===== config.mk =====
export PLATFORM = sky130hd
export DESIGN_NAME = svga_access_decode
export DESIGN_NICKNAME = d
export VERILOG_FILES = /design/src/include/sad_pkg.sv /design/src/rtl/svga_access_decode.sv /design/src/rtl/sad_mem_map.sv /design/src/rtl/sad_reg_map.sv
export SDC_FILE = /design/constraint.sdc
export NUM_CORES = 1
export LEC_CHECK = 0
export ABC_AREA = 1
export BUFFER_PORTS_ARGS = -buffer_cell sky130_fd_sc_hd__buf_2
export CORE_MARGIN = 2
export CORE_UTILIZATION = 40
export CTS_BUF_LIST = sky130_fd_sc_hd__clkbuf_16
export DETAILED_ROUTE_END_ITERATION = 8
export MAX_ROUTING_LAYER = met4
export PLACE_DENSITY_LB_ADDON = 0.08
export SLEW_MARGIN = 25
export SYNTH_ARGS = -nofsm -noshare
export SYNTH_HDL_FRONTEND = slang
export SYNTH_SLANG_ARGS = --single-unit

===== constraint.sdc =====
create_clock -name clk -period 13.7 [get_ports clk]
set_input_delay 4.11 -clock clk [delete_from_list [all_inputs] [get_ports clk]]
set_output_delay 4.11 -clock clk [all_outputs]
set_load 0.01 [all_outputs]

===== src/include/sad_pkg.sv =====
`default_nettype none
package sad_pkg;

  // ---------------------------------------------------------------
  // Host access spaces
  // ---------------------------------------------------------------
  typedef enum logic [2:0] {
    SAD_SPACE_LEGACY_MEM = 3'h0,
    SAD_SPACE_LEGACY_IO = 3'h1,
    SAD_SPACE_APERTURE1 = 3'h2,
    SAD_SPACE_APERTURE2 = 3'h3,
    SAD_SPACE_REGION0 = 3'h4
  } sad_space_t;

  // ---------------------------------------------------------------
  // Address map
  // ---------------------------------------------------------------
  localparam logic [31:0] SAD_LEGACY_LOW_BASE = 32'h000A0000;
  localparam logic [31:0] SAD_LEGACY_HIGH_BASE = 32'h000B0000;
  localparam logic [31:0] SAD_LEGACY_END = 32'h000C0000;
  localparam logic [31:0] SAD_MMIO_BASE = 32'h00006000;
  localparam logic [31:0] SAD_MMIO_SIZE = 32'h00001000;
  localparam int SAD_MEM_LSB = 2;
  localparam int SAD_MEM_MSB = 16;
  localparam int SAD_BANK_LSB = 15;
  localparam int SAD_REG_LSB = 2;
  localparam int SAD_REG_MSB = 9;

  // ---------------------------------------------------------------
  // IO ports and indices
  // ---------------------------------------------------------------
  localparam logic [9:0] SAD_PORT_SEQ_INDEX = 10'h3C4;
  localparam logic [9:0] SAD_PORT_SEQ_DATA = 10'h3C5;
  localparam logic [9:0] SAD_PORT_GFX_INDEX = 10'h3CE;
  localparam logic [9:0] SAD_PORT_GFX_DATA = 10'h3CF;
  localparam logic [9:0] SAD_PORT_DAC_FIRST = 10'h3C6;
  localparam logic [9:0] SAD_PORT_DAC_LAST = 10'h3C9;
  localparam logic [7:0] SAD_IDX_EXT_CONTROL = 8'h05;
  localparam logic [7:0] SAD_IDX_BANK_SELECT = 8'h09;

  // ---------------------------------------------------------------
  // Extended control fields
  // ---------------------------------------------------------------
  localparam logic [7:0] SAD_EXT_CONTROL_RESET = 8'h4B;
  localparam logic [7:0] SAD_EXT_CONTROL_WMASK = 8'h7F;
  localparam int SAD_EXT_MEM_EN = 0;
  localparam int SAD_EXT_DAC_EN = 1;
  localparam int SAD_EXT_IRQ_GATE = 2;
  localparam int SAD_EXT_VGA_SEL = 3;
  localparam int SAD_EXT_DAC_A2 = 4;
  localparam int SAD_EXT_DAC_A3 = 5;
  localparam int SAD_EXT_TIMING_STOP = 6;

  // ---------------------------------------------------------------
  // Bank select fields
  // ---------------------------------------------------------------
  localparam logic [7:0] SAD_BANK_SELECT_RESET = 8'h00;
  localparam logic [7:0] SAD_BANK_SELECT_RMASK = 8'hBF;
  localparam int SAD_BANK_LOW_LSB = 0;
  localparam int SAD_BANK_HIGH_LSB = 3;
  localparam int SAD_BANK_W = 3;
  localparam int SAD_BANK_START16 = 6;
  localparam int SAD_BANK_ENABLE = 7;

  // Lowest enabled byte lane of a byte enable group
  function automatic logic [1:0] sad_lane(input logic [3:0] be);
    logic [1:0] lane;
    lane = 2'h0;
    if (be[0]) begin
      lane = 2'h0;
    end else if (be[1]) begin
      lane = 2'h1;
    end else if (be[2]) begin
      lane = 2'h2;
    end else if (be[3]) begin
      lane = 2'h3;
    end
    return lane;
  endfunction : sad_lane

endpackage : sad_pkg
`default_nettype wire


===== src/rtl/svga_access_decode.sv =====
// Summary of operation
// RULE1 - Legacy VGA memory range accesses go to SVGA frame memory.
// RULE2 - Frame memory word address is bus bits 16 down to 2.
// RULE3 - Higher bits ignored, so 128K memory repeats through the aperture.
// RULE4 - Aperture with its SVGA access bit set goes to frame memory.
// RULE5 - Aperture data passes unchanged, no byte swapping either way.
// RULE6 - Standard SVGA registers decoded at legacy IO port addresses.
// RULE7 - Registers also mapped in 4K window at offset 0x6000.
// RULE8 - Window register address is bits 9 to 2; four aliases per port.
// RULE9 - Extended control is sequencer index 5, data through 3C5.
// RULE10 - Control bits 4 and 5 drive RAMDAC address bits 2 and 3.
// RULE11 - Control bit 3 picks VGA display or graphics processor display.
// RULE12 - Control bit 6 stops VGA timing, only while hold bit is zero.
// RULE13 - Bank select is graphics index 9, data through 3CF.
// RULE14 - Bits 0 to 2 bank accesses between A0000 and B0000.
// RULE15 - Bits 3 to 5 bank accesses between B0000 and C0000.
// RULE16 - Bank bit 6 is display start bit 16 and reads as zero.
// RULE17 - Bank fields apply only while bank enable bit 7 is one.
// RULE18 - Control bits 0, 1 enable memory, RAMDAC; bit 2 gates interrupts.
// RULE19 - Control bit 7 ignores writes and reads as zero.
`default_nettype none
module svga_access_decode
  import sad_pkg::*;
#(
  parameter int MEM_AW = 17
) (
  input wire logic clk,
  input wire logic reset,
  input wire logic host_req,
  input wire logic host_we,
  input wire logic [2:0] host_space,
  input wire logic [31:0] host_addr,
  input wire logic [3:0] host_be,
  input wire logic [31:0] host_wdata,
  output logic host_ack,
  output logic host_claimed,
  output logic [31:0] host_rdata,
  input wire logic first_aperture_svga,
  input wire logic second_aperture_svga,
  output logic mem_req,
  output logic mem_we,
  output logic [MEM_AW-1:0] mem_addr,
  output logic [3:0] mem_be,
  output logic [31:0] mem_wdata,
  input wire logic [31:0] mem_rdata,
  output logic core_reg_req,
  output logic core_reg_we,
  output logic [9:0] core_reg_port,
  output logic [7:0] core_reg_wdata,
  input wire logic [7:0] core_reg_rdata,
  output logic ramdac_req,
  output logic ramdac_we,
  output logic [3:0] ramdac_addr,
  output logic [7:0] ramdac_wdata,
  input wire logic [7:0] ramdac_rdata,
  input wire logic core_irq,
  output logic svga_irq,
  input wire logic display_hold,
  output logic vga_display_sel,
  output logic vga_timing_stop,
  output logic svga_mem_enable,
  output logic ramdac_enable,
  output logic display_start_bit16,
  output logic banked_addressing
);

  typedef enum logic [2:0] {
    SAD_KIND_NONE = 3'h0,
    SAD_KIND_MEM = 3'h1,
    SAD_KIND_CORE = 3'h2,
    SAD_KIND_DAC = 3'h3,
    SAD_KIND_LOCAL = 3'h4
  } sad_kind_t;

  logic [7:0] ext_control_reg;
  logic [7:0] bank_select_reg;
  logic [7:0] seq_index_reg;
  logic [7:0] gfx_index_reg;
  sad_kind_t kind_reg;
  sad_kind_t kind_next;
  logic pend_reg;
  logic pend_we_reg;
  logic [7:0] local_data_reg;
  logic [7:0] local_data_next;

  logic mem_hit;
  logic [MEM_AW-1:0] mem_addr_map;
  logic reg_hit;
  logic [9:0] reg_port;
  logic [7:0] wbyte;
  logic is_dac_port;
  logic ext_sel;
  logic bank_sel;

  // ---------------------------------------------------------------
  // Address mapping
  // ---------------------------------------------------------------
  sad_mem_map #(
    .MEM_AW(MEM_AW)
  ) u_mem_map (
    .host_space(host_space),
    .host_addr(host_addr),
    .first_aperture_svga(first_aperture_svga),
    .second_aperture_svga(second_aperture_svga),
    .bank_select(bank_select_reg),
    .mem_hit(mem_hit),
    .mem_addr(mem_addr_map)
  );

  sad_reg_map u_reg_map (
    .host_space(host_space),
    .host_addr(host_addr),
    .host_be(host_be),
    .reg_hit(reg_hit),
    .reg_port(reg_port)
  );

  // Byte of write data on the addressed lane
  assign wbyte = host_wdata[8*sad_lane(host_be) +: 8];

  // ---------------------------------------------------------------
  // Request classification
  // ---------------------------------------------------------------
  assign is_dac_port = (reg_port >= SAD_PORT_DAC_FIRST) &&
                       (reg_port <= SAD_PORT_DAC_LAST);
  // RULE9 sequencer index 5
  assign ext_sel = (reg_port == SAD_PORT_SEQ_DATA) &&
                   (seq_index_reg == SAD_IDX_EXT_CONTROL);
  // RULE13 graphics index 9
  assign bank_sel = (reg_port == SAD_PORT_GFX_DATA) &&
                    (gfx_index_reg == SAD_IDX_BANK_SELECT);

  // Kind of access and locally answered read data
  always_comb begin
    kind_next = SAD_KIND_NONE;
    local_data_next = 8'h00;
    if (host_req && mem_hit) begin
      // RULE18 memory enable gate
      if (ext_control_reg[SAD_EXT_MEM_EN]) begin
        kind_next = SAD_KIND_MEM;
      end else begin
        kind_next = SAD_KIND_LOCAL;
      end
    end else if (host_req && reg_hit) begin
      if (ext_sel) begin
        kind_next = SAD_KIND_LOCAL;
        // RULE19 reserved bit reads zero
        local_data_next = ext_control_reg & SAD_EXT_CONTROL_WMASK;
      end else if (bank_sel) begin
        kind_next = SAD_KIND_LOCAL;
        // RULE16 start bit reads zero
        local_data_next = bank_select_reg & SAD_BANK_SELECT_RMASK;
      end else if (is_dac_port) begin
        // RULE18 RAMDAC enable gate
        if (ext_control_reg[SAD_EXT_DAC_EN]) begin
          kind_next = SAD_KIND_DAC;
        end else begin
          kind_next = SAD_KIND_LOCAL;
        end
      end else begin
        kind_next = SAD_KIND_CORE;
      end
    end
  end

  // ---------------------------------------------------------------
  // Index snooping
  // ---------------------------------------------------------------
  // Index writes also pass on to the SVGA core
  always_ff @(posedge clk or posedge reset) begin
    if (reset) begin
      seq_index_reg <= 8'h00;
      gfx_index_reg <= 8'h00;
    end else if (host_req && host_we && reg_hit) begin
      if (reg_port == SAD_PORT_SEQ_INDEX) begin
        seq_index_reg <= wbyte;
      end
      if (reg_port == SAD_PORT_GFX_INDEX) begin
        gfx_index_reg <= wbyte;
      end
    end
  end

  // ---------------------------------------------------------------
  // Extended registers
  // ---------------------------------------------------------------
  // RULE9 control write through 3C5
  always_ff @(posedge clk or posedge reset) begin
    if (reset) begin
      ext_control_reg <= SAD_EXT_CONTROL_RESET;
    end else if (host_req && host_we && reg_hit && ext_sel) begin
      // RULE19 reserved bit ignores writes
      ext_control_reg <= wbyte & SAD_EXT_CONTROL_WMASK;
    end
  end

  // RULE13 bank write through 3CF
  always_ff @(posedge clk or posedge reset) begin
    if (reset) begin
      bank_select_reg <= SAD_BANK_SELECT_RESET;
    end else if (host_req && host_we && reg_hit && bank_sel) begin
      bank_select_reg <= wbyte;
    end
  end

  // ---------------------------------------------------------------
  // Frame memory request stage
  // ---------------------------------------------------------------
  always_ff @(posedge clk or posedge reset) begin
    if (reset) begin
      mem_req <= 1'b0;
      mem_we <= 1'b0;
      mem_addr <= '0;
      mem_be <= 4'h0;
      mem_wdata <= 32'h00000000;
    end else begin
      mem_req <= (kind_next == SAD_KIND_MEM);
      mem_we <= host_we && (kind_next == SAD_KIND_MEM);
      if (kind_next == SAD_KIND_MEM) begin
        mem_addr <= mem_addr_map;
        mem_be <= host_be;
        // RULE5 data passed unchanged
        mem_wdata <= host_wdata;
      end
    end
  end

  // ---------------------------------------------------------------
  // SVGA core register request stage
  // ---------------------------------------------------------------
  always_ff @(posedge clk or posedge reset) begin
    if (reset) begin
      core_reg_req <= 1'b0;
      core_reg_we <= 1'b0;
      core_reg_port <= 10'h000;
      core_reg_wdata <= 8'h00;
    end else begin
      core_reg_req <= (kind_next == SAD_KIND_CORE);
      core_reg_we <= host_we && (kind_next == SAD_KIND_CORE);
      if (kind_next == SAD_KIND_CORE) begin
        // RULE6 legacy port forwarded
        core_reg_port <= reg_port;
        core_reg_wdata <= wbyte;
      end
    end
  end

  // ---------------------------------------------------------------
  // RAMDAC request stage
  // ---------------------------------------------------------------
  always_ff @(posedge clk or posedge reset) begin
    if (reset) begin
      ramdac_req <= 1'b0;
      ramdac_we <= 1'b0;
      ramdac_addr <= 4'h0;
      ramdac_wdata <= 8'h00;
    end else begin
      ramdac_req <= (kind_next == SAD_KIND_DAC);
      ramdac_we <= host_we && (kind_next == SAD_KIND_DAC);
      if (kind_next == SAD_KIND_DAC) begin
        // RULE10 extension address bits
        ramdac_addr <= {ext_control_reg[SAD_EXT_DAC_A3],
                        ext_control_reg[SAD_EXT_DAC_A2],
                        reg_port[1:0]};
        ramdac_wdata <= wbyte;
      end
    end
  end

  // ---------------------------------------------------------------
  // Answer stage
  // ---------------------------------------------------------------
  // Tracks the access in flight between request and answer
  always_ff @(posedge clk or posedge reset) begin
    if (reset) begin
      kind_reg <= SAD_KIND_NONE;
      pend_reg <= 1'b0;
      pend_we_reg <= 1'b0;
      local_data_reg <= 8'h00;
    end else begin
      kind_reg <= kind_next;
      pend_reg <= host_req;
      pend_we_reg <= host_we;
      local_data_reg <= local_data_next;
    end
  end

  // Every request is answered one cycle after its stage
  always_ff @(posedge clk or posedge reset) begin
    if (reset) begin
      host_ack <= 1'b0;
      host_claimed <= 1'b0;
      host_rdata <= 32'h00000000;
    end else begin
      host_ack <= pend_reg;
      host_claimed <= pend_reg && (kind_reg != SAD_KIND_NONE);
      host_rdata <= 32'h00000000;
      if (pend_reg && !pend_we_reg) begin
        case (kind_reg)
          // RULE5 read data unchanged
          SAD_KIND_MEM: host_rdata <= mem_rdata;
          SAD_KIND_CORE: host_rdata <= {4{core_reg_rdata}};
          SAD_KIND_DAC: host_rdata <= {4{ramdac_rdata}};
          SAD_KIND_LOCAL: host_rdata <= {4{local_data_reg}};
          default: host_rdata <= 32'h00000000;
        endcase
      end
    end
  end

  // ---------------------------------------------------------------
  // Display and control outputs
  // ---------------------------------------------------------------
  always_ff @(posedge clk or posedge reset) begin
    if (reset) begin
      vga_display_sel <= 1'b0;
      vga_timing_stop <= 1'b0;
      svga_mem_enable <= 1'b0;
      ramdac_enable <= 1'b0;
      display_start_bit16 <= 1'b0;
      banked_addressing <= 1'b0;
    end else begin
      // RULE11 display source select
      vga_display_sel <= ext_control_reg[SAD_EXT_VGA_SEL];
      // RULE12 timing stop under hold
      vga_timing_stop <= ext_control_reg[SAD_EXT_TIMING_STOP] &&
                         !display_hold;
      // RULE18 enables shown
      svga_mem_enable <= ext_control_reg[SAD_EXT_MEM_EN];
      ramdac_enable <= ext_control_reg[SAD_EXT_DAC_EN];
      // RULE16 display start bit
      display_start_bit16 <= bank_select_reg[SAD_BANK_START16];
      // RULE17 banking enable shown
      banked_addressing <= bank_select_reg[SAD_BANK_ENABLE];
    end
  end

  // Interrupt from the SVGA core
  always_ff @(posedge clk or posedge reset) begin
    if (reset) begin
      svga_irq <= 1'b0;
    end else begin
      // RULE18 interrupt gate
      svga_irq <= core_irq && ext_control_reg[SAD_EXT_IRQ_GATE];
    end
  end

endmodule : svga_access_decode
`default_nettype wire


===== src/rtl/sad_mem_map.sv =====
`default_nettype none
module sad_mem_map
  import sad_pkg::*;
#(
  parameter int MEM_AW = 17
) (
  input wire logic [2:0] host_space,
  input wire logic [31:0] host_addr,
  input wire logic first_aperture_svga,
  input wire logic second_aperture_svga,
  input wire logic [7:0] bank_select,
  output logic mem_hit,
  output logic [MEM_AW-1:0] mem_addr
);

  logic in_low;
  logic in_high;
  logic [SAD_BANK_W-1:0] bank;
  logic [MEM_AW-1:0] plain_addr;
  logic [MEM_AW-1:0] banked_addr;

  // ---------------------------------------------------------------
  // Window classification
  // ---------------------------------------------------------------
  // RULE1 legacy memory range
  assign in_low = (host_addr >= SAD_LEGACY_LOW_BASE) &&
                  (host_addr < SAD_LEGACY_HIGH_BASE);
  assign in_high = (host_addr >= SAD_LEGACY_HIGH_BASE) &&
                   (host_addr < SAD_LEGACY_END);

  // Hit decode per space
  always_comb begin
    mem_hit = 1'b0;
    case (host_space)
      SAD_SPACE_LEGACY_MEM: mem_hit = in_low || in_high;
      // RULE4 aperture routing bits
      SAD_SPACE_APERTURE1: mem_hit = first_aperture_svga;
      SAD_SPACE_APERTURE2: mem_hit = second_aperture_svga;
      default: mem_hit = 1'b0;
    endcase
  end

  // ---------------------------------------------------------------
  // Address formation
  // ---------------------------------------------------------------
  // RULE2 bits 16 to 2
  // RULE3 upper bits ignored, aliasing
  assign plain_addr = MEM_AW'(host_addr[SAD_MEM_MSB:SAD_MEM_LSB]);

  // RULE14 low window bank
  // RULE15 high window bank
  assign bank = in_high ?
    bank_select[SAD_BANK_HIGH_LSB +: SAD_BANK_W] :
    bank_select[SAD_BANK_LOW_LSB +: SAD_BANK_W];
  assign banked_addr = MEM_AW'({bank,
    host_addr[SAD_BANK_LSB:SAD_MEM_LSB]});

  // RULE17 banking only when enabled
  assign mem_addr = (host_space == SAD_SPACE_LEGACY_MEM &&
                     bank_select[SAD_BANK_ENABLE]) ?
                    banked_addr : plain_addr;

endmodule : sad_mem_map
`default_nettype wire


===== src/rtl/sad_reg_map.sv =====
`default_nettype none
module sad_reg_map
  import sad_pkg::*;
(
  input wire logic [2:0] host_space,
  input wire logic [31:0] host_addr,
  input wire logic [3:0] host_be,
  output logic reg_hit,
  output logic [9:0] reg_port
);

  logic mmio_hit;

  // ---------------------------------------------------------------
  // Register window decode
  // ---------------------------------------------------------------
  // RULE7 4K window at 0x6000
  assign mmio_hit = (host_space == SAD_SPACE_REGION0) &&
                    (host_addr >= SAD_MMIO_BASE) &&
                    (host_addr < SAD_MMIO_BASE + SAD_MMIO_SIZE);

  // RULE6 legacy IO decode
  assign reg_hit = mmio_hit || (host_space == SAD_SPACE_LEGACY_IO);

  // RULE8 bits 9 to 2, lane from enables
  assign reg_port = {host_addr[SAD_REG_MSB:SAD_REG_LSB], sad_lane(host_be)};

endmodule : sad_reg_map
`default_nettype wire


# ---- After elaboration in Yosys (flattened, before gate mapping)
# Index checks and enable logic that the tools add are counted.
dict set report totals {
  mem_bits_rw 0
  register_bits 174
  latch_bits 0
  inputBits 127
  wordCells 106
  n_memories 0
  romBits 0
}
dict set report classes {
  n_lt_le_gt_ge 8
  multipliers 0
  n_eq_ne 17
  n_shift 1
  bitwise_logic 0
  muxes 20
  n_reduce_logical 29
  div 0
  addsub 0
}
# op n
set op_table {}
lappend op_table {{case mux 32 bit (4 select lines)} 1}
lappend op_table {{greater-or-equal comparator 32 x 20 -> 1 bit (second input constant)} 2}
lappend op_table {{< comparator 32 x 20 -> 1 bit (second input constant)} 2}
lappend op_table {{== test 10 bit (second input constant)} 4}
lappend op_table {{greater-or-equal comparator 32 x 15 -> 1 bit (second input constant)} 1}
lappend op_table {{< comparator 32 x 15 -> 1 bit (second input constant)} 1}
lappend op_table {{two-way mux 32 bit} 1}
lappend op_table {{two-way mux 8 bit} 4}
lappend op_table {{indexed part select 32 x 6 -> 8 bit} 1}
lappend op_table {{two-way mux 3 bit} 8}
lappend op_table {{logical AND 1 bit} 21}
lappend op_table {{== test 3 x 2 -> 1 bit (second input constant)} 6}
lappend op_table {{two-way mux 17 bit} 1}
lappend op_table {{greater-or-equal comparator 10 bit (second input constant)} 1}
lappend op_table {{less-or-equal comparator 10 bit (second input constant)} 1}
lappend op_table {{== test 3 x 1 -> 1 bit (second input constant)} 3}
lappend op_table {{== test 8 x 3 -> 1 bit (second input constant)} 1}
lappend op_table {{== test 8 x 4 -> 1 bit (second input constant)} 1}
lappend op_table {{two-way mux 2 bit} 4}
lappend op_table {{== test 3 bit (second input constant)} 2}
lappend op_table {{AND reduction 2 bit} 2}
lappend op_table {{logical NOT 3 bit} 1}
lappend op_table {{case mux 1 bit (3 select lines)} 1}
lappend op_table {{nonzero test 3 bit} 1}
lappend op_table {{other kinds (2)} 4}

# ---- Depth between registers and ports, before layout
# Gate-level depths: netlist of run 1.
dict set report depth {
  word_depth 13
  ltp_mapped 13
  depth_no_buf 12
}

# ---- By module
# A second synthesis of run 1 with hierarchy kept.
dict set report hier_totals {
  cells_unflattened 887
  hier_area_um2 7524.7
}
# module cells_per_inst instances seq_area_each_um2 area_per_inst_um2
set modules_own_cells {}
lappend modules_own_cells {svga_access_decode 791 1 4359.2 7034.2}
lappend modules_own_cells {sad_mem_map 57 1 0.0 309.0}
lappend modules_own_cells {sad_reg_map 39 1 0.0 181.4}

# ---- Least setup slack after synthesis of run 1
# OpenSTA, ideal clock, no wires.
dict set report synth_path {
  path_kind {input to register}
  from {input port host_addr[29]}
  to {register core_reg_port[0]}
  n_path_buf 3
  t_arrival_ps 5302
  path_slack_ps 8333
  setup_time_ps 65
  path_stages 12
  path_cell_list {nor2_1 > nand2_1 > nor2_4 > nand3_1 > nand2_2 > nand2_4 > buf_6 > nor2_4 > buf_6 > buf_12 > nand3_2 > nand2_1}
}
dict set report synth_via {
  elab_chain_len 8
}
# item line_no
set synth_lines {}
lappend synth_lines {{start: declaration} svga_access_decode.sv:32} ;# input wire logic [31:0] host_addr,
lappend synth_lines {{greater-or-equal comparator 32 x 15 -> 1 bit} sad_reg_map.sv:19} ;# (host_addr >= SAD_MMIO_BASE) &&
lappend synth_lines {{logical AND 1 bit} sad_reg_map.sv:18} ;# assign mmio_hit = (host_space == SAD_SPACE_REGION0) &&
lappend synth_lines {{logical AND 1 bit} sad_reg_map.sv:19}
lappend synth_lines {{logical OR 1 bit} sad_reg_map.sv:23} ;# assign reg_hit = mmio_hit || (host_space == SAD_SPACE_LEGACY_IO);
lappend synth_lines {{logical AND 1 bit} svga_access_decode.sv:144} ;# end else if (host_req && reg_hit) begin
lappend synth_lines {{two-way mux 3 bit} svga_access_decode.sv:144}
lappend synth_lines {{two-way mux 3 bit *} svga_access_decode.sv:137} ;# if (host_req && mem_hit) begin
lappend synth_lines {{net kind_next[1]} svga_access_decode.sv:80} ;# sad_kind_t kind_next;
lappend synth_lines {{== test 3 x 2 -> 1 bit *} svga_access_decode.sv:240} ;# if (kind_next == SAD_KIND_CORE) begin
lappend synth_lines {{end signal: assignment} svga_access_decode.sv:242} ;# core_reg_port <= reg_port;
lappend synth_lines {{end: declaration} svga_access_decode.sv:48} ;# output logic [9:0] core_reg_port,
# Mark *: on every way through the listed nets, which the timed path passes. The rest lies on a longest branch.
# A chain may end at the register's enable or synchronous reset.

# ---- Worst setup path after layout of run 1
dict set report layout_path {
  from {input port host_space[2]}
  to {register core_reg_port[6]}
}
dict set report layout_via {
  elab_chain_len 8
}
# item line_no
set layout_lines {}
lappend layout_lines {{start: declaration} svga_access_decode.sv:31} ;# input wire logic [2:0] host_space,
lappend layout_lines {{== test 3 bit} sad_reg_map.sv:18}
lappend layout_lines {{logical AND 1 bit} sad_reg_map.sv:18}
lappend layout_lines {{logical AND 1 bit} sad_reg_map.sv:19}
lappend layout_lines {{logical OR 1 bit} sad_reg_map.sv:23}
lappend layout_lines {{logical AND 1 bit} svga_access_decode.sv:144}
lappend layout_lines {{two-way mux 3 bit} svga_access_decode.sv:144}
lappend layout_lines {{two-way mux 3 bit *} svga_access_decode.sv:137}
lappend layout_lines {{== test 3 x 2 -> 1 bit *} svga_access_decode.sv:240}
# Every way passes the cells marked *; elsewhere a longest branch is shown, timed or not.

==> results of run 1 <==
-- final cells by class --
type,count,area (um2)
fill,1765,8680
sequential,174,4360
multi-input combinational,546,2570
timing repair buffer,257,1290
clock buffer,17,425
tap,229,287
inverter,73,282
clock inverter,15,181
-- per-stage QoR --
step                      power [mW]  utilization (%)  cell area, um2  worst slack, ns  cells
final                           1.13             52.0            9400             6.65   1311
after CTS                       1.14             52.0            9400             6.62   1311
after floorplan                0.593                -            7420             4.88    830
after global routing            1.18             52.0            9400             6.31   1311
after detailed placement       0.643             48.6            8790             6.19   1279
after global placement         0.643             48.6            8790             6.21   1279
-- logic make-up (layout without fill, tap and decap cells) --
logic type / Yosys count / in the layout / synth area share [%]
AND/OR/NAND/NOR: 413 / 413 / 24.7
flip-flops: 174 / 174 / 58.7
buffers and inverters: 110 / 362 / 6.73
multiplexers: 1 / 1 / 0.135
AO/OA/AOI/OAI: 132 / 132 / 9.71
-- path summary, 6_finish.rpt --
kind                               startpoint                  end  slack [ns]
max in group asynchronous               reset     seq_index_reg[4]        8.58
max                             host_space[2]     core_reg_port[6]        6.65
min reg2reg                bank_select_reg[6]  display_start_bit16        0.38
min                        bank_select_reg[6]  display_start_bit16        0.38
min in group asynchronous               reset          mem_addr[8]        3.82
max reg2reg                ext_control_reg[0]     core_reg_port[6]       10.42
-- routing by layer --
metal	global-route usage, %	share of wire (%)	vias up	routed length (um)
met1	29.0	44	2957	9410
met4	5.95	1.3	0	276
met2	36.7	48	213	10200
met5	-	0	-	0
li1	-	-	3132	-
met3	6.22	6.7	21	1420
-- worst register-to-register path: stages (launching register included) --
cell                      delay (ns)
sky130_fd_sc_hd__dfstp_2        0.40
sky130_fd_sc_hd__nand3_2        0.07
sky130_fd_sc_hd__buf_4          0.61
sky130_fd_sc_hd__inv_2          0.48
sky130_fd_sc_hd__nor2_4         0.65
sky130_fd_sc_hd__nand2_1        0.67
sky130_fd_sc_hd__nand2_1        0.23
sky130_fd_sc_hd__nand2_1        0.06
-- power groups by stage --
stage / registers [mW] / clock network (mW) / logic [mW]
detailed placement: 0.543 / 0 / 0.100
finish: 0.534 / 0.500 / 0.0985
global placement: 0.543 / 0 / 0.0998
floorplan: 0.548 / 0 / 0.0449
global route: 0.535 / 0.534 / 0.111
CTS: 0.534 / 0.509 / 0.100
-- cells in the final DEF (no fill, tap or decap), types with 2 or more instances in the layout --
master and instances:
sky130_fd_sc_hd__buf_2 254, sky130_fd_sc_hd__nor4_1 2, sky130_fd_sc_hd__inv_1 72, sky130_fd_sc_hd__nand3_1 41
sky130_fd_sc_hd__clkinvlp_4 4, sky130_fd_sc_hd__nor2_4 8, sky130_fd_sc_hd__nor2_1 67, sky130_fd_sc_hd__nand2_4 2
sky130_fd_sc_hd__nand2_1 254, sky130_fd_sc_hd__inv_2 2, sky130_fd_sc_hd__clkinv_1 4, sky130_fd_sc_hd__nor3_1 2
sky130_fd_sc_hd__nand3_2 14, sky130_fd_sc_hd__a21oi_1 39, sky130_fd_sc_hd__bufinv_16 4, sky130_fd_sc_hd__o211ai_1 9
sky130_fd_sc_hd__nor2_2 4, sky130_fd_sc_hd__o21ai_0 46, sky130_fd_sc_hd__o21ai_1 26, sky130_fd_sc_hd__dfstp_2 4
sky130_fd_sc_hd__o22ai_1 7, sky130_fd_sc_hd__dfrtp_1 170, sky130_fd_sc_hd__nand4_1 8, sky130_fd_sc_hd__buf_4 3
sky130_fd_sc_hd__nand2_2 6, sky130_fd_sc_hd__nor3b_1 2, sky130_fd_sc_hd__clkbuf_16 17
-- synthesized netlist by cell type (all sizes together) --
| master | instances |
|---|---|
| o211ai | 9 |
| inv | 71 |
| nand4 | 9 |
| or2 | 1 |
| nor4 | 3 |
| clkbuf | 11 |
| dfrtp | 170 |
| o21ai | 74 |
| nor3 | 2 |
| clkinv | 2 |
| dfstp | 4 |
| nand2 | 262 |
| a211oi | 1 |
| buf | 26 |
| o22ai | 7 |
| a21boi | 1 |
| nand3 | 55 |
| nor2 | 79 |
| nor3b | 2 |
| mux2i | 1 |
| a21oi | 40 |
==> results.md, run 1 <==
- Max Cap Violations: 0
- Clock sink total: 174
- Cts repair resizes: 0
- Number of antenna cells inserted: 0
- Register share of total power: 47.1%
- Setup repair after global routing missed its margin: no
- Outcome: finished, final reports clean
- Nets in the synthesized netlist: 957
- Synthesized instance count: 830
- Area share of the largest cell type after synthesis: 57.3%
- Setup violations, final: 0
- Layout-stage area growth over the synthesis result: 26.7%
- Clock tree from TritonCTS: yes
- Core Rows: 49
- Root buffer cell: sky130_fd_sc_hd__clkbuf_16
- Arrival time at the worst endpoint: 7.36 ns
- H-tree level count: 4
- Number of post-CTS setup repair buffers: 0
- CTS Buf Count: 17
- Fmax achieved: 142 MHz
- Register bit total from synthesis: 174
- Net switching component of the power: 0.271 mW
- Placed wire-length estimate: 15,500 um
- Setup crit start kind: input pin
- Static leakage: 5.16 nW
- Via/cell ratio: 4.82
- Worst-path clk slew: 0.06 ns
- Remaining antenna violation count after routing: 0
- Global-route congestion overflow total: 0
- Crit end category: register
- Relative contribution of combinational cells to total power: 8.7%
- Vertical extent of the die: 140 um
- Number of I/O port buffers: 254
- Via count of the first global-routing pass: 6,128
- Via total after detailed routing: 6,323
- Cell types with the largest area share after synthesis: sky130_fd_sc_hd__dfrtp_1, sky130_fd_sc_hd__nand2_1, sky130_fd_sc_hd__inv_1
- Worst hold path depth: 0
- Final RePlAce weighted congestion: 0.814
- Critical-path top delay cell: sky130_fd_sc_hd__nand2_1
- Initial DRC Count: 310
- Number of cells on the critical path: 13
- Most used cell along the critical path: sky130_fd_sc_hd__nand2_1
- Standard cell core area: 18,100 um2
- Die area: 19,700 um2
- Setup TNS: 0 ns
- Power density over the cells: 120 nW/um2
- Slew HR: 45.6%
- Slew at the pin closest to its max-slew limit: 0.816 ns
- Class of the most critical setup path: input pin to register
- Proportion of synthesized chip area in sequential cells: 58.7%
- Worst path bufs/invs: 4
- Router iterations before antenna repair: 5
- Per-cell routed wire length: 16.2 um
- Worst min-delay path category: register to register
- Clock latency on the worst-skew pair: 0.43 ns
- Library cell with the largest summed area after synthesis: sky130_fd_sc_hd__dfrtp_1
- Largest buffer count on any clock path: 2
- Max-slew violation count: 0
- Share of layout cells above drive strength 1: 30.5%
- GRT Total Usage: 22.9%
- Largest voltage drop on the vdd net: 0.0886 mV
- Number of distinct library cell variants in the gate-level netlist after synthesis: 36
- Count of yosys warnings during synthesis: 0
- Kind of cell adding the most delay to the critical path: simple AND/OR/NAND/NOR gates
- Cell Chain, Critical Path: buf_2 > inv_1 > nand2_1 > nor2_1 > nand3_1 > nand2_1 > nand3_2 > buf_4 > inv_2 > nor2_4 > nand2_1 > nand2_1 > nand2_1
- Initial standard-cell utilization of the core: 41.0%
- Design internal power: 0.861 mW
- Minimum clock period after layout: 7.05 ns
- Number of cells traversed by the worst register-to-register path: 7
- Biggest regs: host_rdata x32, mem_wdata x32, mem_addr x17
- Number of remaining DRC errors: 0
- Antenna violations before repair: 0
- Final Cycle Share: 51.5%
- Cts hold-fix bufs: 0
- Mapped Avg Cell Area: 8.94 um2
- Share of power burned in the clock network: 44.2%
- First-pass GRT wire length: 33,700 um
- Top-level port count: 257
- Die width: 140 um
- Number of nets in the finished design: 1,196
- Fin Clk Skew: 0.0145 ns
- Critical path peak fanout: 85
- Final worst hold slack: 0.380 ns
- Largest net degree at the start of global routing: 113
- Share of total power consumed by net switching: 23.9%
- Post-synthesis instance area: 7420 um2
- Hold Violations, Final: 0
- Delay of the slowest cell on the worst path: 0.67 ns
- CP Data Required Time: 14.01 ns
- Total length of routed wires: 21,300 um
No activity file was read; power rests on OpenSTA's default activity.
==> inputs of run 2 (changes only) <==
==> constraint.sdc (replaced) <==
create_clock -name clk -period 6.7 [get_ports clk]
set_input_delay 2.01 -clock clk [delete_from_list [all_inputs] [get_ports clk]]
set_output_delay 2.01 -clock clk [all_outputs]
set_load 0.01 [all_outputs]
==> run 2 against run 1 <==
Net effect:
- via count fell by 0.51%
- sequential power rose by 100%
- global-route usage fell by 0.31 points
- cell area grew 0.12%
- critical path type unchanged
==> results.md, run 2 (synthesis gave the netlist of run 1 again) <==
- Largest buffer count on any clock path: 2 (unchanged)
- Kind of cell adding the most delay to the critical path: simple AND/OR/NAND/NOR gates
- Worst R2R End: core_reg_port[4]
- Vertical extent of the die: 140 um (unchanged)
- Most used cell along the critical path: sky130_fd_sc_hd__nand2_1
- FF-to-FF Start: gfx_index_reg[3]
- Core Rows: 49 (unchanged)
- Slew at the pin closest to its max-slew limit: 0.812 ns (-0.00486 ns)
- Setup violations, final: 0 (unchanged)
- Fin Clk Skew: 0.00818 ns (-0.00629 ns)
- Fmax achieved: 241 MHz
- Cts hold-fix bufs: 0 (unchanged)
- Number of nets in the finished design: 1,198 (+0.17%)
- Power density over the cells: 240 nW/um2 (+100%)
- Via/cell ratio: 4.79 (-0.66%)
- Number of cells traversed by the worst register-to-register path: 12 (+5)
- CP Data Required Time: 7.01 ns (-7.00 ns)
- Top-level port count: 257 (unchanged)
- Outcome: finished, final reports clean
- Hold Violations, Final: 0 (unchanged)
- Number of cells on the critical path: 9 (-4)
- Largest net degree at the start of global routing: 175 (+55%)
- Initial standard-cell utilization of the core: 41.0% (unchanged)
- Cts repair resizes: 0 (unchanged)
- Layout-stage area growth over the synthesis result: 26.8%
- Final Total Pwr: 2.26 mW (+100%)
- Critical path peak fanout: 20 (-76%)
- Router iterations before antenna repair: 5 (unchanged)
- Minimum clock period after layout: 4.15 ns
- Via total after detailed routing: 6,291 (-0.51%)
- Critical-path top delay cell: sky130_fd_sc_hd__o21ai_2
- Clock latency on the worst-skew pair: 0.42 ns (about the same)
- Total length of routed wires: 21,300 um (-0.18%)
- Launching instance or port of the critical path: host_be[3]
- Die area: 19,700 um2 (unchanged)
- Max-slew violation count: 0 (unchanged)
- Number of post-CTS setup repair buffers: 0 (unchanged)
- Share of layout cells above drive strength 1: 30.8% (+0.31 points)
- Standard cell core area: 18,100 um2 (unchanged)
- Max Cap Violations: 0 (unchanged)
- CTS Buf Count: 17 (unchanged)
- Placed wire-length estimate: 15,300 um (-1.2%)
- Via count of the first global-routing pass: 6,084 (-0.72%)
- Biggest regs: host_rdata x32, mem_wdata x32, mem_addr x17
- Static leakage: 5.17 nW (+0.28%)
- Final Cycle Share: 61.9%
- H-tree level count: 4 (unchanged)
- Clock tree from TritonCTS: yes
- Largest voltage drop on the vdd net: 0.180 mV (+100%)
- Arrival time at the worst endpoint: 4.45 ns (-2.91 ns)
- R2R Setup Slk: 4.16 ns (-6.26 ns)
- Remaining antenna violation count after routing: 0 (unchanged)
- Initial DRC Count: 325 (+4.8%)
- Number of I/O port buffers: 254 (unchanged)
- Class of the most critical setup path: input pin to register
- Setup crit start kind: input pin
- Clock sink total: 174 (unchanged)
- Worst path bufs/invs: 1 (-3)
- Final WS setup: 2.55 ns (-4.09 ns)
- Slew HR: 45.9% (+0.32 points)
- Worst min-delay path category: register to register
- Delay of the slowest cell on the worst path: 0.62 ns (-0.05 ns)
- Setup repair after global routing missed its margin: no
- GRT Total Usage: 22.6% (-0.31 points)
- Global-route congestion overflow total: 0 (unchanged)
- Per-cell routed wire length: 16.2 um (-0.33%)
- Crit end category: register
- Die width: 140 um (unchanged)
- Setup TNS: 0 ns (unchanged)
- Final RePlAce weighted congestion: 0.802 (-1.6%)
- Leading cell types in the layout, fill and taps excluded: sky130_fd_sc_hd__nand2_1, sky130_fd_sc_hd__buf_2, sky130_fd_sc_hd__dfrtp_1
- Worst Setup EP: core_reg_port[4]
- Count of filler cells inserted in the layout: 1,781 (+0.91%)
- Final worst hold slack: 0.383 ns (+0.00289 ns)
- Root buffer cell: sky130_fd_sc_hd__clkbuf_16
- First-pass GRT wire length: 33,400 um (-0.84%)
- Cell Chain, Critical Path: buf_2 > o21ai_2 > o21ai_4 > nand3_2 > nand2_4 > nor2_4 > nand2_1 > nand2_1 > nand2_1
- Worst setup timing slack at the placement stage: 2.03 ns (-4.16 ns)
- Number of remaining DRC errors: 0 (unchanged)
- Worst-path clk slew: 0.06 ns (about the same)
- Number of antenna cells inserted: 0 (unchanged)
- Antenna violations before repair: 0 (unchanged)
-- run 2: report_power, final --
group | leakage [nW] | total (mW) | switching (mW) | internal [mW]
sequential | 2.38 | 1.09 | 0.0144 | 1.08
combinational | 2.50 | 0.204 | 0.134 | 0.0707
clock | 0.294 | 0.968 | 0.420 | 0.549
-- run 2: worst register-to-register path, stage by stage (launching register included) --
cell,delay (ns)
sky130_fd_sc_hd__dfrtp_1,0.39
sky130_fd_sc_hd__inv_1,0.05
sky130_fd_sc_hd__nor2_1,0.04
sky130_fd_sc_hd__nand2_1,0.07
sky130_fd_sc_hd__nor2_1,0.06
sky130_fd_sc_hd__nand2_1,0.12
sky130_fd_sc_hd__nor2_4,0.07
sky130_fd_sc_hd__nor2_2,0.17
sky130_fd_sc_hd__nand2_4,0.08
sky130_fd_sc_hd__nor2_4,0.48
sky130_fd_sc_hd__nand2_1,0.62
sky130_fd_sc_hd__nand2_1,0.21
sky130_fd_sc_hd__nand2_1,0.06
-- run 2: worst min-delay path by stage --
stage,from,end,slack [ns],depth (start not counted)
3_5_place_dp,bank_select_reg[6],display_start_bit16,0.37,0
5_1_grt,bank_select_reg[6],display_start_bit16,0.40,0
2_1_floorplan,bank_select_reg[6],display_start_bit16,0.35,0
6_report,bank_select_reg[6],display_start_bit16,0.38,0
3_3_place_gp,bank_select_reg[6],display_start_bit16,0.37,0
4_1_cts,bank_select_reg[6],display_start_bit16,0.39,0
-- run 2: final cells by class --
class	count	area (um2)	share of cell area (%)
clock buffer	17	425	4.52
clock inverter	15	149	1.58
inverter	73	278	2.95
multi-input combinational	546	2570	27.4
sequential	174	4360	46.3
tap	229	287	3.04
timing repair buffer	259	1340	14.2
-- run 2: stage by stage --
stage	utilization, %	cell area (um2)	instances
after CTS	51.9	9390	1312
after floorplan	-	7430	830
final	52.1	9410	1313
after detailed placement	48.7	8810	1280
after global placement	48.7	8810	1280
after global routing	52.1	9410	1313
-- run 2: routing by layer --
metal	up-vias	track usage (%)	wire (um)
met5	-	-	0
met3	20	5.74	1290
li1	3128	-	-
met2	205	36.6	10300
met4	0	4.84	283
met1	2938	29.0	9430
==> inputs of run 3 (changes only) <==
==> constraint.sdc (replaced) <==
create_clock -name clk -period 3.4 [get_ports clk]
set_input_delay 1.02 -clock clk [delete_from_list [all_inputs] [get_ports clk]]
set_output_delay 1.02 -clock clk [all_outputs]
set_load 0.01 [all_outputs]
==> run 3 against run 2 <==
Net effect:
- via count increased by 0.57%
- sequential share of layout area rose by 0.055 points
- critical path depth rose by 3
- combinational power rose by 98%
- cell area fell by 0.12%
- global-route usage is 0.28 points higher
- clock-buffer cell count unchanged
- critical endpoint is now core_reg_port[5]
==> results.md, run 3 (synthesis gave the netlist of run 1 again) <==
- Largest buffer count on any clock path: 2 (unchanged)
- Top-level port count: 257 (unchanged)
- Outcome: finished, final reports clean
- Largest voltage drop on the vdd net: 0.345 mV (+92%)
- Via total after detailed routing: 6,327 (+0.57%)
- Final RePlAce weighted congestion: 0.802 (about the same)
- Max-slew violation count: 0 (unchanged)
- GRT Total Usage: 22.9% (+0.28 points)
- Setup violations, final: 0 (unchanged)
- Minimum clock period after layout: 2.67 ns
- Number of antenna cells inserted: 0 (unchanged)
- Standard cell core area: 18,100 um2 (unchanged)
- Number of I/O port buffers: 254 (unchanged)
- Share of layout cells above drive strength 1: 31.3% (+0.44 points)
- Initial standard-cell utilization of the core: 41.0% (unchanged)
- CTS Buf Count: 17 (unchanged)
- Fmax achieved: 374 MHz
- Arrival time at the worst endpoint: 2.98 ns (-1.47 ns)
- Core Rows: 49 (unchanged)
- Router iterations before antenna repair: 5 (unchanged)
- Clock latency on the worst-skew pair: 0.43 ns (about the same)
- Worst-path clk slew: 0.06 ns (about the same)
- Die width: 140 um (unchanged)
- Final worst hold slack: 0.397 ns (+0.0143 ns)
- Number of remaining DRC errors: 0 (unchanged)
- Per-cell routed wire length: 16.2 um (+0.31%)
- Setup repair after global routing missed its margin: no
- Antenna violations before repair: 0 (unchanged)
- Initial DRC Count: 304 (-6.5%)
- Via count of the first global-routing pass: 6,157 (+1.2%)
- Critical path peak fanout: 20 (unchanged)
- Hold Violations, Final: 0 (unchanged)
- Cts repair resizes: 0 (unchanged)
- Leading cell types in the layout, fill and taps excluded: sky130_fd_sc_hd__nand2_1, sky130_fd_sc_hd__buf_2, sky130_fd_sc_hd__dfrtp_1
- Slew at the pin closest to its max-slew limit: 0.648 ns (-0.163 ns)
- Cts hold-fix bufs: 0 (unchanged)
- Largest net degree at the start of global routing: 114 (-35%)
- Placed wire-length estimate: 15,600 um (+1.6%)
- Power density over the cells: 463 nW/um2 (+93%)
- Remaining antenna violation count after routing: 0 (unchanged)
- Max Cap Violations: 0 (unchanged)
- Number of nets in the finished design: 1,202 (+0.33%)
- Worst min-delay path category: register to register
- CP Data Required Time: 3.71 ns (-3.30 ns)
- H-tree level count: 4 (unchanged)
- Fin Clk Skew: 0.0149 ns (+0.00670 ns)
- Biggest regs: host_rdata x32, mem_wdata x32, mem_addr x17
- Vertical extent of the die: 140 um (unchanged)
- Root buffer cell: sky130_fd_sc_hd__clkbuf_16
- Clock sink total: 174 (unchanged)
- Crit end category: register
- Clock tree from TritonCTS: yes
- Total length of routed wires: 21,400 um (+0.62%)
- Setup TNS: 0 ns (unchanged)
- Class of the most critical setup path: input pin to register
- First-pass GRT wire length: 33,900 um (+1.6%)
- Layout-stage area growth over the synthesis result: 26.7%
- Number of post-CTS setup repair buffers: 0 (unchanged)
- Final Cycle Share: 78.5%
- Die area: 19,700 um2 (unchanged)
- Setup crit start kind: input pin
- Via/cell ratio: 4.80 (+0.27%)
- Final Total Pwr: 4.36 mW (+92%)
- Global-route congestion overflow total: 0 (unchanged)
- Slew HR: 56.7% (+11 points)
- Static leakage: 5.15 nW (-0.36%)
[run 3: final cells by class]
type / instances / area [um2]
tap: 229 / 287
inverter: 73 / 278
multi-input combinational: 546 / 2570
clock buffer: 17 / 425
sequential: 174 / 4360
clock inverter: 15 / 115
timing repair buffer: 263 / 1360
fill: 1786 / 8680
[run 3: worst paths after layout]
check / startpoint / to / slack (ns) / cells past startpoint
setup / recovery: host_addr[8] / core_reg_port[5] / 0.73 / 12
hold / removal: bank_select_reg[6] / display_start_bit16 / 0.40 / 0
setup reg to reg: gfx_index_reg[3] / core_reg_port[5] / 1.24 / 13
hold reg to reg: bank_select_reg[6] / display_start_bit16 / 0.40 / 0
max in group asynchronous: reset / local_data_reg[1] / 1.96 / 3
min in group asynchronous: reset / mem_addr[6] / 0.55 / 2
[run 3: report_power, final]
part           switching (mW)  internal [mW]  leakage [nW]
clock network           0.860          0.944         0.257
registers              0.0290           2.12          2.38
logic                   0.263          0.140          2.52
total                    1.15           3.20          5.15
[run 3: metal layers]
layer,global-route usage (%),wire length (um),part of all wire (%)
met1,29.1,9430,44
met2,36.7,10200,47
met3,5.37,1370,6.4
met4,6.91,437,2.0
met5,-,0,0
[run 3: per-stage QoR]
step | instances | worst slack [ns] | area, um2 | utilization, %
floorplan | 830 | 0.159 | 7430 | -
global placement | 1285 | 0.340 | 8860 | 49.0
detailed placement | 1285 | 0.285 | 8860 | 49.0
CTS | 1317 | 0.725 | 9400 | 52.0
global route | 1317 | 0.537 | 9400 | 52.0
finish | 1317 | 0.730 | 9400 | 52.0
[run 3: worst max-delay path, cell delays in order]
cell                      delay, ns
sky130_fd_sc_hd__buf_2         0.12
sky130_fd_sc_hd__nand2_1       0.20
sky130_fd_sc_hd__inv_1         0.11
sky130_fd_sc_hd__nand3_1       0.16
sky130_fd_sc_hd__nor2_4        0.09
sky130_fd_sc_hd__nor2_2        0.18
sky130_fd_sc_hd__nand2_4       0.08
sky130_fd_sc_hd__nor2_4        0.50
sky130_fd_sc_hd__nand2_1       0.11
sky130_fd_sc_hd__buf_4         0.25
sky130_fd_sc_hd__nand2_1       0.09
sky130_fd_sc_hd__nand2_1       0.05
